$ cat config.mk
export PLATFORM = sky130hd
export DESIGN_NAME = afh_host
export DESIGN_NICKNAME = d
export VERILOG_FILES = /design/src/rtl/afh_pkg.sv /design/src/rtl/afh_sync.sv /design/src/rtl/afh_timer.sv /design/src/rtl/afh_host.sv
export SDC_FILE = /design/constraint.sdc
export NUM_CORES = 1
export LEC_CHECK = 0
export BUFFER_PORTS_ARGS = -buffer_cell sky130_fd_sc_hd__buf_4
export CAP_MARGIN = 40
export CORE_ASPECT_RATIO = 0.5
export CORE_MARGIN = 2
export CORE_UTILIZATION = 30
export CTS_CLUSTER_DIAMETER = 40
export DETAILED_ROUTE_END_ITERATION = 7
export GPL_TIMING_DRIVEN = 0
export PLACE_DENSITY = 0.6
export SYNTH_ARGS = -nofsm -noshare
export SYNTH_HDL_FRONTEND = slang
export SYNTH_SLANG_ARGS = --single-unit
$ cat constraint.sdc
create_clock -name clock_in -period 3.5 [get_ports clock_in]
set_clock_uncertainty 0.1 [all_clocks]
set_input_delay 0.875 -clock clock_in [delete_from_list [all_inputs] [get_ports clock_in]]
set_output_delay 0.875 -clock clock_in [all_outputs]
set_load 0.01 [all_outputs]
$ cat src/rtl/afh_pkg.sv
// How it works
// - clear pulse issued before any push
// - both strobes high around clear rise
// - both strobes high during replay pulse
// - pusher watches full, popper watches empty
package afh_pkg;

  // ------------------------------------------------------------
  // widths and clock
  // ------------------------------------------------------------
  localparam int unsigned CLK_PERIOD_NS = 10;
  localparam int unsigned WORD_W = 9;
  localparam int unsigned ADDR_W = 8;
  localparam int unsigned DATA_W = 32;
  localparam int unsigned COUNT_W = 16;
  localparam int unsigned TIMER_W = 8;
  localparam int unsigned SYNC_STAGES = 2;

  // ------------------------------------------------------------
  // pin timing, slowest grade
  // ------------------------------------------------------------
  localparam int unsigned STROBE_LOW_NS = 120;
  localparam int unsigned READ_ACCESS_NS = 120;
  localparam int unsigned CLEAR_SETUP_NS = 120;
  localparam int unsigned CLEAR_LOW_NS = 120;
  localparam int unsigned REPLAY_SETUP_NS = 120;
  localparam int unsigned REPLAY_LOW_NS = 120;
  localparam int unsigned FLAG_SETTLE_NS = 140;

  // least time in ns to whole cycles, never below one
  function automatic int unsigned ns_to_cyc(input int unsigned ns);
    int unsigned r;
    r = (ns + CLK_PERIOD_NS - 1) / CLK_PERIOD_NS;
    if (r < 1) begin
      r = 1;
    end
    return r;
  endfunction : ns_to_cyc

  localparam int unsigned STROBE_LOW_CYC = ns_to_cyc(STROBE_LOW_NS);
  // read low also covers access time plus the synchroniser lag
  localparam int unsigned READ_LOW_CYC = ((STROBE_LOW_NS > READ_ACCESS_NS) ? STROBE_LOW_CYC :
                                          ns_to_cyc(READ_ACCESS_NS)) + SYNC_STAGES;
  localparam int unsigned CLEAR_SETUP_CYC = ns_to_cyc(CLEAR_SETUP_NS);
  localparam int unsigned CLEAR_LOW_CYC = ns_to_cyc(CLEAR_LOW_NS);
  localparam int unsigned REPLAY_SETUP_CYC = ns_to_cyc(REPLAY_SETUP_NS);
  localparam int unsigned REPLAY_LOW_CYC = ns_to_cyc(REPLAY_LOW_NS);
  // recovery covers write/read/clear recovery and flag settling
  localparam int unsigned RECOVER_CYC = ns_to_cyc(FLAG_SETTLE_NS) + SYNC_STAGES;

  // timer load value for a stay of cyc cycles
  function automatic logic [TIMER_W-1:0] cyc_load(input int unsigned cyc);
    return TIMER_W'(cyc - 1);
  endfunction : cyc_load

  // ------------------------------------------------------------
  // register map
  // ------------------------------------------------------------
  localparam logic [ADDR_W-1:0] REG_CTRL = 8'h00;
  localparam logic [ADDR_W-1:0] REG_PUSH = 8'h04;
  localparam logic [ADDR_W-1:0] REG_POP_WORD = 8'h08;
  localparam logic [ADDR_W-1:0] REG_STATUS = 8'h0c;
  localparam logic [ADDR_W-1:0] REG_PUSH_COUNT = 8'h10;
  localparam logic [ADDR_W-1:0] REG_POP_COUNT = 8'h14;

  localparam int unsigned CTRL_CLEAR_BIT = 0;
  localparam int unsigned CTRL_REPLAY_BIT = 1;
  localparam int unsigned CTRL_POP_BIT = 2;

  localparam int unsigned ST_FULL_BIT = 0;
  localparam int unsigned ST_EMPTY_BIT = 1;
  localparam int unsigned ST_HALF_BIT = 2;
  localparam int unsigned ST_BUSY_BIT = 3;
  localparam int unsigned ST_PUSH_REFUSED_BIT = 4;
  localparam int unsigned ST_POP_REFUSED_BIT = 5;
  localparam int unsigned ST_WORD_NEW_BIT = 6;
  localparam int unsigned ST_CMD_REFUSED_BIT = 7;

  // ------------------------------------------------------------
  // sequencer states
  // ------------------------------------------------------------
  typedef enum logic [3:0] {
    AFH_IDLE,
    AFH_PUSH_LOW,
    AFH_POP_LOW,
    AFH_CLEAR_SETUP,
    AFH_CLEAR_LOW,
    AFH_REPLAY_SETUP,
    AFH_REPLAY_LOW,
    AFH_RECOVER
  } afh_state_type;

endpackage : afh_pkg

$ cat src/rtl/afh_sync.sv
`timescale 1ns/1ps
// two-stage synchroniser for pins from the device
module afh_sync #(
  parameter int unsigned WIDTH = 1
) (
  input wire logic clock_in,
  input wire logic reset_in,
  input wire logic [WIDTH-1:0] async_in,
  output logic [WIDTH-1:0] sync_out
);
  import afh_pkg::*;

  typedef struct packed {
    logic [WIDTH-1:0] meta;
    logic [WIDTH-1:0] sync;
  } afh_sync_type;

  afh_sync_type q, d;

  // first stage feeds only the second stage
  always_comb begin
    d.meta = async_in;
    d.sync = q.meta;
  end

  always_ff @(posedge clock_in or posedge reset_in) begin
    if (reset_in) begin
      q <= '0;
    end else begin
      q <= d;
    end
  end

  assign sync_out = q.sync;
endmodule : afh_sync

$ cat src/rtl/afh_timer.sv
`timescale 1ns/1ps
// down counter timing each pin phase; done when it reaches zero
module afh_timer #(
  parameter logic [afh_pkg::TIMER_W-1:0] RESET_COUNT = '0
) (
  input wire logic clock_in,
  input wire logic reset_in,
  input wire logic load_in,
  input wire logic [afh_pkg::TIMER_W-1:0] value_in,
  output logic done_out
);
  import afh_pkg::*;

  typedef struct packed {
    logic [TIMER_W-1:0] count;
  } afh_timer_type;

  afh_timer_type q, d;

  // load wins over counting; holds at zero
  always_comb begin
    d = q;
    if (load_in) begin
      d.count = value_in;
    end else if (q.count != '0) begin
      d.count = q.count - 1'b1;
    end
  end

  always_ff @(posedge clock_in or posedge reset_in) begin
    if (reset_in) begin
      q.count <= RESET_COUNT;
    end else begin
      q <= d;
    end
  end

  assign done_out = (q.count == '0);
endmodule : afh_timer

$ cat src/rtl/afh_host.sv
// The strobed register port and the placing of the registers were decided locally.
`timescale 1ns/1ps
// host-side sequencer driving the pins of an asynchronous nine-bit buffer
module afh_host (
  input wire logic clock_in,
  input wire logic reset_in,
  input wire logic [afh_pkg::ADDR_W-1:0] addr_in,
  input wire logic [afh_pkg::DATA_W-1:0] wdata_in,
  input wire logic wr_in,
  input wire logic rd_in,
  output logic [afh_pkg::DATA_W-1:0] rdata_out,
  output logic busy_out,
  output logic push_pulse_n_out,
  output logic pop_pulse_n_out,
  output logic clear_pointers_n_out,
  output logic first_load_or_replay_n_out,
  output logic chain_in_n_out,
  output logic [afh_pkg::WORD_W-1:0] write_word_out,
  input wire logic [afh_pkg::WORD_W-1:0] read_word_in,
  input wire logic full_indicator_n_in,
  input wire logic empty_indicator_n_in,
  input wire logic chain_out_or_half_level_in
);
  import afh_pkg::*;

  // ------------------------------------------------------------
  // state
  // ------------------------------------------------------------
  typedef struct packed {
    afh_state_type state;
    logic push_n;
    logic pop_n;
    logic clear_n;
    logic replay_n;
    logic [WORD_W-1:0] wword;
    logic [WORD_W-1:0] rword;
    logic [DATA_W-1:0] rdata;
    logic push_refused;
    logic pop_refused;
    logic word_new;
    logic cmd_refused;
    logic [COUNT_W-1:0] push_count;
    logic [COUNT_W-1:0] pop_count;
  } afh_host_type;

  // q holds the registered state, d its next value
  afh_host_type q, d;
  // timer and synchroniser hookups
  logic timer_load;
  logic [TIMER_W-1:0] timer_value;
  logic timer_done;
  logic [WORD_W+2:0] pins_sync;
  logic [WORD_W-1:0] rword_sync;
  logic full_sync_n;
  logic empty_sync_n;
  logic half_sync_n;
  logic [DATA_W-1:0] status_word;
  logic push_cmd;
  logic ctrl_cmd;
  logic status_wr;

  // ------------------------------------------------------------
  // pin synchronisers and phase timer
  // ------------------------------------------------------------
  // data bus is sampled only late in the pop pulse, so its lag is harmless
  afh_sync #(
    .WIDTH(WORD_W + 3)
  ) u_sync (
    .clock_in(clock_in),
    .reset_in(reset_in),
    .async_in({chain_out_or_half_level_in, empty_indicator_n_in, full_indicator_n_in, read_word_in}),
    .sync_out(pins_sync)
  );

  // the clear pulse after reset is timed from the reset value
  afh_timer #(
    .RESET_COUNT(cyc_load(CLEAR_LOW_CYC))
  ) u_timer (
    .clock_in(clock_in),
    .reset_in(reset_in),
    .load_in(timer_load),
    .value_in(timer_value),
    .done_out(timer_done)
  );

  // split the synchronised pins back out
  assign rword_sync = pins_sync[WORD_W-1:0];
  assign full_sync_n = pins_sync[WORD_W];
  assign empty_sync_n = pins_sync[WORD_W+1];
  // half level read
  // single-device mode: the shared output carries the half level
  assign half_sync_n = pins_sync[WORD_W+2];

  // ------------------------------------------------------------
  // register decode
  // ------------------------------------------------------------
  // a control write with no action bit set is simply ignored
  assign push_cmd = wr_in && (addr_in == REG_PUSH);
  assign ctrl_cmd = wr_in && (addr_in == REG_CTRL) && (wdata_in[CTRL_POP_BIT:CTRL_CLEAR_BIT] != '0);
  assign status_wr = wr_in && (addr_in == REG_STATUS);

  // flags reported active high
  always_comb begin
    status_word = '0;
    status_word[ST_FULL_BIT] = ~full_sync_n;
    status_word[ST_EMPTY_BIT] = ~empty_sync_n;
    status_word[ST_HALF_BIT] = ~half_sync_n;
    status_word[ST_BUSY_BIT] = (q.state != AFH_IDLE);
    status_word[ST_PUSH_REFUSED_BIT] = q.push_refused;
    status_word[ST_POP_REFUSED_BIT] = q.pop_refused;
    status_word[ST_WORD_NEW_BIT] = q.word_new;
    status_word[ST_CMD_REFUSED_BIT] = q.cmd_refused;
  end

  // ------------------------------------------------------------
  // next state
  // ------------------------------------------------------------
  always_comb begin
    d = q;
    timer_load = 1'b0;
    timer_value = '0;
    d.rdata = '0;

    // read data for the cycle after the strobe; unmapped reads give zero
    if (rd_in) begin
      case (addr_in)
        REG_POP_WORD: d.rdata = {{(DATA_W - WORD_W){1'b0}}, q.rword};
        REG_STATUS: d.rdata = status_word;
        REG_PUSH_COUNT: d.rdata = {{(DATA_W - COUNT_W){1'b0}}, q.push_count};
        REG_POP_COUNT: d.rdata = {{(DATA_W - COUNT_W){1'b0}}, q.pop_count};
        default: d.rdata = '0;
      endcase
    end

    // clears come first so a set later in this cycle wins
    if (rd_in && (addr_in == REG_POP_WORD)) begin
      d.word_new = 1'b0;
    end
    if (status_wr) begin
      if (wdata_in[ST_PUSH_REFUSED_BIT]) d.push_refused = 1'b0;
      if (wdata_in[ST_POP_REFUSED_BIT]) d.pop_refused = 1'b0;
      if (wdata_in[ST_WORD_NEW_BIT]) d.word_new = 1'b0;
      if (wdata_in[ST_CMD_REFUSED_BIT]) d.cmd_refused = 1'b0;
    end

    // no queueing: a command during a sequence is dropped and flagged
    if ((push_cmd || ctrl_cmd) && (q.state != AFH_IDLE)) begin
      d.cmd_refused = 1'b1;
    end

    // pin flags are looked at only here, at command time
    case (q.state)
      AFH_IDLE: begin
        if (push_cmd) begin
          if (full_sync_n) begin
            d.wword = wdata_in[WORD_W-1:0];
            d.push_n = 1'b0;
            timer_load = 1'b1;
            timer_value = cyc_load(STROBE_LOW_CYC);
            d.state = AFH_PUSH_LOW;
          end else begin
            d.push_refused = 1'b1;
          end
        end else if (ctrl_cmd) begin
          // clear wins over replay, replay over pop
          if (wdata_in[CTRL_CLEAR_BIT]) begin
            timer_load = 1'b1;
            timer_value = cyc_load(CLEAR_SETUP_CYC);
            d.state = AFH_CLEAR_SETUP;
          end else if (wdata_in[CTRL_REPLAY_BIT]) begin
            timer_load = 1'b1;
            timer_value = cyc_load(REPLAY_SETUP_CYC);
            d.state = AFH_REPLAY_SETUP;
          end else if (empty_sync_n) begin
            d.pop_n = 1'b0;
            timer_load = 1'b1;
            timer_value = cyc_load(READ_LOW_CYC);
            d.state = AFH_POP_LOW;
          end else begin
            d.pop_refused = 1'b1;
          end
        end
      end
      AFH_PUSH_LOW: begin
        // word stands on the bus through the rising edge
        if (timer_done) begin
          d.push_n = 1'b1;
          d.push_count = q.push_count + 1'b1;
          timer_load = 1'b1;
          timer_value = cyc_load(RECOVER_CYC);
          d.state = AFH_RECOVER;
        end
      end
      AFH_POP_LOW: begin
        // sample while driven
        // capture before the rise; the bus floats once pop goes high
        if (timer_done) begin
          d.pop_n = 1'b1;
          d.rword = rword_sync;
          d.word_new = 1'b1;
          d.pop_count = q.pop_count + 1'b1;
          timer_load = 1'b1;
          timer_value = cyc_load(RECOVER_CYC);
          d.state = AFH_RECOVER;
        end
      end
      AFH_CLEAR_SETUP: begin
        if (timer_done) begin
          d.clear_n = 1'b0;
          timer_load = 1'b1;
          timer_value = cyc_load(CLEAR_LOW_CYC);
          d.state = AFH_CLEAR_LOW;
        end
      end
      AFH_CLEAR_LOW: begin
        if (timer_done) begin
          d.clear_n = 1'b1;
          // counters restart with the device pointers
          d.push_count = '0;
          d.pop_count = '0;
          timer_load = 1'b1;
          timer_value = cyc_load(RECOVER_CYC);
          d.state = AFH_RECOVER;
        end
      end
      AFH_REPLAY_SETUP: begin
        if (timer_done) begin
          d.replay_n = 1'b0;
          timer_load = 1'b1;
          timer_value = cyc_load(REPLAY_LOW_CYC);
          d.state = AFH_REPLAY_LOW;
        end
      end
      AFH_REPLAY_LOW: begin
        if (timer_done) begin
          d.replay_n = 1'b1;
          // read pointer restarts, so pops are counted again from zero
          d.pop_count = '0;
          timer_load = 1'b1;
          timer_value = cyc_load(RECOVER_CYC);
          d.state = AFH_RECOVER;
        end
      end
      AFH_RECOVER: begin
        // flags settle and pass the synchroniser before the next check
        if (timer_done) begin
          d.state = AFH_IDLE;
        end
      end
      default: begin
        // an unused encoding falls back to idle
        d.state = AFH_IDLE;
      end
    endcase
  end

  // ------------------------------------------------------------
  // state register
  // ------------------------------------------------------------
  // clear before pushes
  // reset starts straight in the clear pulse; strobes are already high
  always_ff @(posedge clock_in or posedge reset_in) begin
    if (reset_in) begin
      q <= '0;
      q.state <= AFH_CLEAR_LOW;
      q.push_n <= 1'b1;
      q.pop_n <= 1'b1;
      q.clear_n <= 1'b0;
      q.replay_n <= 1'b1;
    end else begin
      q <= d;
    end
  end

  // ------------------------------------------------------------
  // outputs
  // ------------------------------------------------------------
  // every pin but chain_in_n_out (tied low) comes from a flop, so no glitch reaches the device
  assign rdata_out = q.rdata;
  assign busy_out = (q.state != AFH_IDLE);
  assign push_pulse_n_out = q.push_n;
  assign pop_pulse_n_out = q.pop_n;
  assign clear_pointers_n_out = q.clear_n;
  // first-load pin idle high
  // high when idle: no replay, and never first device of a chain
  assign first_load_or_replay_n_out = q.replay_n;
  assign chain_in_n_out = 1'b0;
  // the word stays on the pins until the next push
  assign write_word_out = q.wword;
endmodule : afh_host

Word level (Yosys, flattened, before mapping)
Cells that the tools add are included. Widths: inputs -> output; s select.

Reductions and logical operators: 36. Mux-type cells: 68. Add/subtract/negate cells: 3. Bitwise operators: 3. Eq/ne operators: 30.

Operators by type and width (number): $mux 16 (4); $pmux 16 s4 (1); $mux 4 (14); $mux 8 (6); $pmux 16 s3 (1); $add 16x1->16 const B (2); $mux 32 (1); $pmux 16 s2 (1); $mux 1 (30); $ne 2x2->1 const B (12); $pmux 4 s6 (1); $pmux 8 s3 (1); $eq 4x3->1 const B (4); $eq 8x4->1 const B (2); $eq 8x5->1 const B (2); $logic_not 8->1 (2); $reduce_bool 2->1 (8); $reduce_and 3->1 (4); $mux 5 (2); $pmux 1 s2 (5); $eq 4x2->1 const B (2); $eq 8x3->1 const B (1); $reduce_and 4->1 (2); $reduce_and 8->1 (1); other kinds (20) (31).

Bits of input ports: 56. Output and inout port bits: 47. Register bits after elaboration: 126.

Longest topological paths before layout
Depth in word-level cells: 11. Gate-level depth with buffers: 9. Gate-level depth less buffers: 6.

By module
A second synthesis with hierarchy kept.

Cell total of the unflattened synthesis: 540. Area total of the unflattened synthesis: 5333.9 um^2.

Modules (own cells, without submodules): afh_host (area each 4229.1 um^2, cells an instance 459, instances 1); afh_sync (area each 604.3 um^2, cells an instance 25, instances 1); afh_timer (area each 500.5 um^2, cells an instance 56, instances 1).

Least setup slack after synthesis
OpenSTA, ideal clock, no wires.

Path kind: in2reg. From: input addr_in[5] (netlist bit). To: register q, in the netlist write_word_out[0]. Path buffers: 0. Library setup time: 125 ps. Required time: 3275 ps. Cell stages on the path: 4. Path slack: 1065 ps. Data arrival time: 2211 ps. Cells stage by stage: nor4_1 -> nand3_2 -> nor2_4 -> mux2_2.

Word-level cells in the longest chain between the ends: 3.

RTL lines: from (decl) (RTL line afh_host.sv:7) `input wire logic [afh_pkg::ADDR_W-1:0] addr_in,`; $eq 8x3->1 (RTL line afh_host.sv:98) `assign push_cmd = wr_in && (addr_in == REG_PUSH);`; $logic_and 1x1->1 (RTL line afh_host.sv:98); $reduce_and 3->1 (no source line); to (decl) (RTL line afh_host.sv:47) `afh_host_type q, d;`.

No other way between the ends. A chain may end at the register's enable or synchronous reset.

Final worst setup path
From: register q[91] (netlist bit). To: output busy_out.

Word-level cells in the longest chain between the ends: 1.

RTL lines: $reduce_bool 4->1 (RTL line afh_host.sv:280) `assign busy_out = (q.state != AFH_IDLE);`; to (decl) (RTL line afh_host.sv:12) `output logic busy_out,`.

No other way between the ends.

==> results.md <==
- Worst hold margin: 0.2484 ns
- Count of antenna diodes in the layout: 0
- Static Leakage: 3.018 nW
- Arrival time worst endpoint: 1.94 ns
- Per-cell via count in the routed design: 4.851
- Min Clock Period, post-route: 2.914 ns
- Kind of capture point of the worst setup path: output port
- Synth Area in Adders: 0.9296%
- Global-route wire length before repair: 21.28 mm
- CTS root buffer: clkbuf_16
- Post-synthesis sequential area ratio: 50.83%
- Proportion of synthesized area in mux cells: 5.159%
- FF-to-FF Start: u_timer.q[0]
- Number of standard cells in the final layout excluding fillers: 858
- Netlist cell types: 62
- Post-synthesis share of cell area spent on xor and xnor gates: 1.627%
- Run status: finished clean
- IR drop worst, VDD: 255.3 uV
- Number of synthesized flops with an enable pin: 0
- Die outline area: 19100 sq um
- Start point of the worst hold path: u_sync.d[7]
- Initial Util: 30.79%
- Compound-Gate Fraction of Synth Area: 11.85%
- Synthesized instance count: 526
- Average footprint of a synthesized cell: 10.24 sq um
- IO Count: 103
- Fraction of registers with async set/reset: 100.0%
- Critical Path Source: q[91]
- Post-detailed-route count of antenna-violating nets: 0
- Chip Width: 193.5 um
- Global routing usage summed across all routing layers: 13.87%
- Clock net sink count: 109
- Setup slack after layout: 0.5863 ns
- Initial antenna violation count: 0
- Number of buffers between clock root and the deepest sink: 2
- Setup Fix Bufs, Post-CTS: 0
- Pre-antenna DRT Iters: 5
- Number of CTS-inserted buffers: 9
- Required time of the critical path: 2.52 ns
- Half-perimeter wire length after detailed placement: 9.444 mm
- Final TNS setup: 0 ns
- DRC violation count after routing: 0
- Utilization after layout: 37.62%
- Largest family of logic cells by synthesized area: simple AND/OR/NAND/NOR gates
- Simple-gate share of the synthesized area: 20.61%
- Iter 0 DRT Violations: 289
- Total global routing overflow: 0
- Startpoint-to-endpoint class of the critical path: reg -> out
- Max Slew Vio Count: 0
- Port Buffers: 62
- Share of the clock period used by the worst path: 83.25%
- Register clock-pin slew on the reported worst setup and hold paths: 0.08 ns
- Number of fill cells in the layout: 1749
- Post-synthesis register bit count: 109
- RSZ-0062 raised after global routing: no
- Synth-to-layout area growth: 22.17%
- P per Cell Area: 447.9 nW/um^2
- Area of the core: 17480 sq um
- Seq. cell area: 2736 sq um
- Total setup violations reported at the end of the flow: 0
- Skew-Pair Late Insertion Delay: 0.36 ns
- Class of the tightest hold or removal check: reg -> reg
- Largest fanout on the critical path: 9
- Fraction of final layout cells with drive strength greater than 1: 27.08%
- Total of hold buffers inserted after clock tree synthesis: 0
- Total area of multi-input combinational cells: 2227 sq um
- Achievable clock frequency: 0.3432 GHz
- YS warnings: 0
- Total routed wirelength: 12.77 mm
- Place WS: 0.4809 ns
- Die height: 98.73 um
- TritonCTS clock tree: built
- Actual transition at the worst max-transition pin: 0.7491 ns
- Via count: 4162
- Area of the mapped netlist: 5384 sq um
- Kind of launch point of the worst setup path: flop
- Maximum number of pins on one net before global-route repair: 33
- Cell count after placement: 842
- Vias in the first global route: 4004
- Number of maximum-capacitance violations: 0
- H-tree levels: 3
- Rows: 34
- Drt wl/cell: 14.88 um
- Gpl congestion: 0.8285
- Slew Limit Headroom: 49.94%
- # resized after CTS: 0
- Hold violation total from the final report: 0
- Most frequently used flop master after synthesis: dfrtp_1
- Net total in the final layout: 679
==> state kept, by name, indices dropped and copies added, names as in the netlist, 8 cells and up <==
signal	flops
q	48
rdata_out	16
u_sync.sync_out	12
write_word_out	9
u_sync.d	12
u_timer.q	8
==> final timing paths <==
check | slack [ns] | depth (start not counted) | end
min in group asynchronous | 0.45 | 2 | u_sync.d[9]
worst min-delay path | 0.25 | 0 | u_sync.sync_out[7]
max in group asynchronous | 2.10 | 4 | q[26]
worst min register to register | 0.25 | 0 | u_sync.sync_out[7]
worst max register to register | 0.82 | 9 | q[23]
worst max-delay path | 0.59 | 4 | busy_out
==> synthesized netlist by cell type, types with 6 or more instances <==
| master | n | area, sq um |
|---|---|---|
| mux2i_1 | 12 | 120.1 |
| or3_1 | 12 | 75.07 |
| nand3_1 | 17 | 85.08 |
| nand2b_1 | 14 | 87.58 |
| and3_1 | 6 | 37.54 |
| o21ai_0 | 22 | 110.1 |
| clkbuf_1 | 11 | 41.29 |
| nor2_1 | 22 | 82.58 |
| nor3_1 | 13 | 65.06 |
| xor2_1 | 6 | 52.55 |
| nand4_1 | 14 | 87.58 |
| dfstp_2 | 7 | 183.9 |
| a21oi_1 | 20 | 100.1 |
| a22oi_1 | 13 | 97.59 |
| buf_4 | 44 | 330.3 |
| buf_2 | 9 | 45.04 |
| nand2_1 | 61 | 229.0 |
| inv_1 | 17 | 63.81 |
| dfrtp_1 | 102 | 2552 |
| mux2_2 | 14 | 157.7 |
==> worst max-delay path: stages (launching register included) <==
cell and delay, ns:
dfrtp_1 0.37, clkbuf_1 0.22, nor3_1 0.53, inv_1 0.25, buf_4 0.21
==> where the power goes <==
group	leakage, nW	total [mW]	switching, mW	internal [mW]
Sequential	1.42	1.43	0.0792	1.35
Combinational	1.44	0.456	0.250	0.206
Clock	0.152	1.06	0.490	0.567
Total	3.02	2.95	0.820	2.13
==> cell type report <==
class / instances / area share [%]
Sequential cell: 109 / 41.60
Multi-Input combinational cell: 352 / 33.86
Timing Repair Buffer: 66 / 8.065
Buffer: 64 / 6.334
Tap cell: 234 / 4.451
Clock buffer: 9 / 3.424
Clock inverter: 7 / 1.236
Inverter: 17 / 1.027
==> placed cells by master (no fill, tap or decap), types with 3 or more instances in the layout <==
cell / synthesis / final
nand3_2: 3 / 3
and2_1: 4 / 4
a22oi_1: 13 / 13
dfrtp_1: 102 / 102
buf_2: 9 / 10
nor3_1: 13 / 13
o31ai_1: 3 / 3
a32oi_1: 3 / 3
xor2_1: 6 / 6
mux2i_1: 12 / 12
o2bb2ai_1: 4 / 4
buf_12: 0 / 3
nor2_1: 22 / 22
nor3b_1: 4 / 4
a31oi_1: 5 / 5
mux2_2: 14 / 14
nand2_1: 61 / 61
inv_1: 17 / 16
or3_1: 12 / 12
clkbuf_1: 11 / 11
or4_1: 5 / 5
xnor2_1: 4 / 4
and3_1: 6 / 6
nand3_1: 17 / 17
conb_1: 1 / 17
ha_1: 4 / 4
a21oi_1: 20 / 20
o21ai_0: 22 / 22
and4_1: 5 / 5
nor4_4: 3 / 3
nand4_1: 14 / 14
o211ai_1: 5 / 5
clkbuf_16: 0 / 9
a21o_1: 4 / 4
nand2b_1: 14 / 14
dfstp_2: 7 / 7
buf_4: 44 / 106
==> routing by layer <==
metal	wire [um]	track usage (%)	vias to the layer above
met4	141	3.993	0
met5	0	0	-
li1	-	-	2013
met2	5897	21.95	104
met1	6124	19.42	2036
met3	605	2.704	9
==> through the flow <==
stage | instance area (sq um) | total power, mW
finish | 6578 | 2.946
floorplan | 5448 | 1.757
global placement | 6206 | 1.894
detailed placement | 6271 | 1.914
global route | 6578 | 3.091
CTS | 6578 | 2.979
==> cells by family (layout without fill, tap and decap cells) <==
kind of cell	Yosys count	after routing
other	1	17
flip-flops	109	109
buffers and inverters	81	163
AND/OR/NAND/NOR	199	199
AO/OA/AOI/OAI	96	96
multiplexers	26	26
XOR/XNOR	10	10
adder cells (fa/ha/maj)	4	4
(Power assumes the default switching activity.)
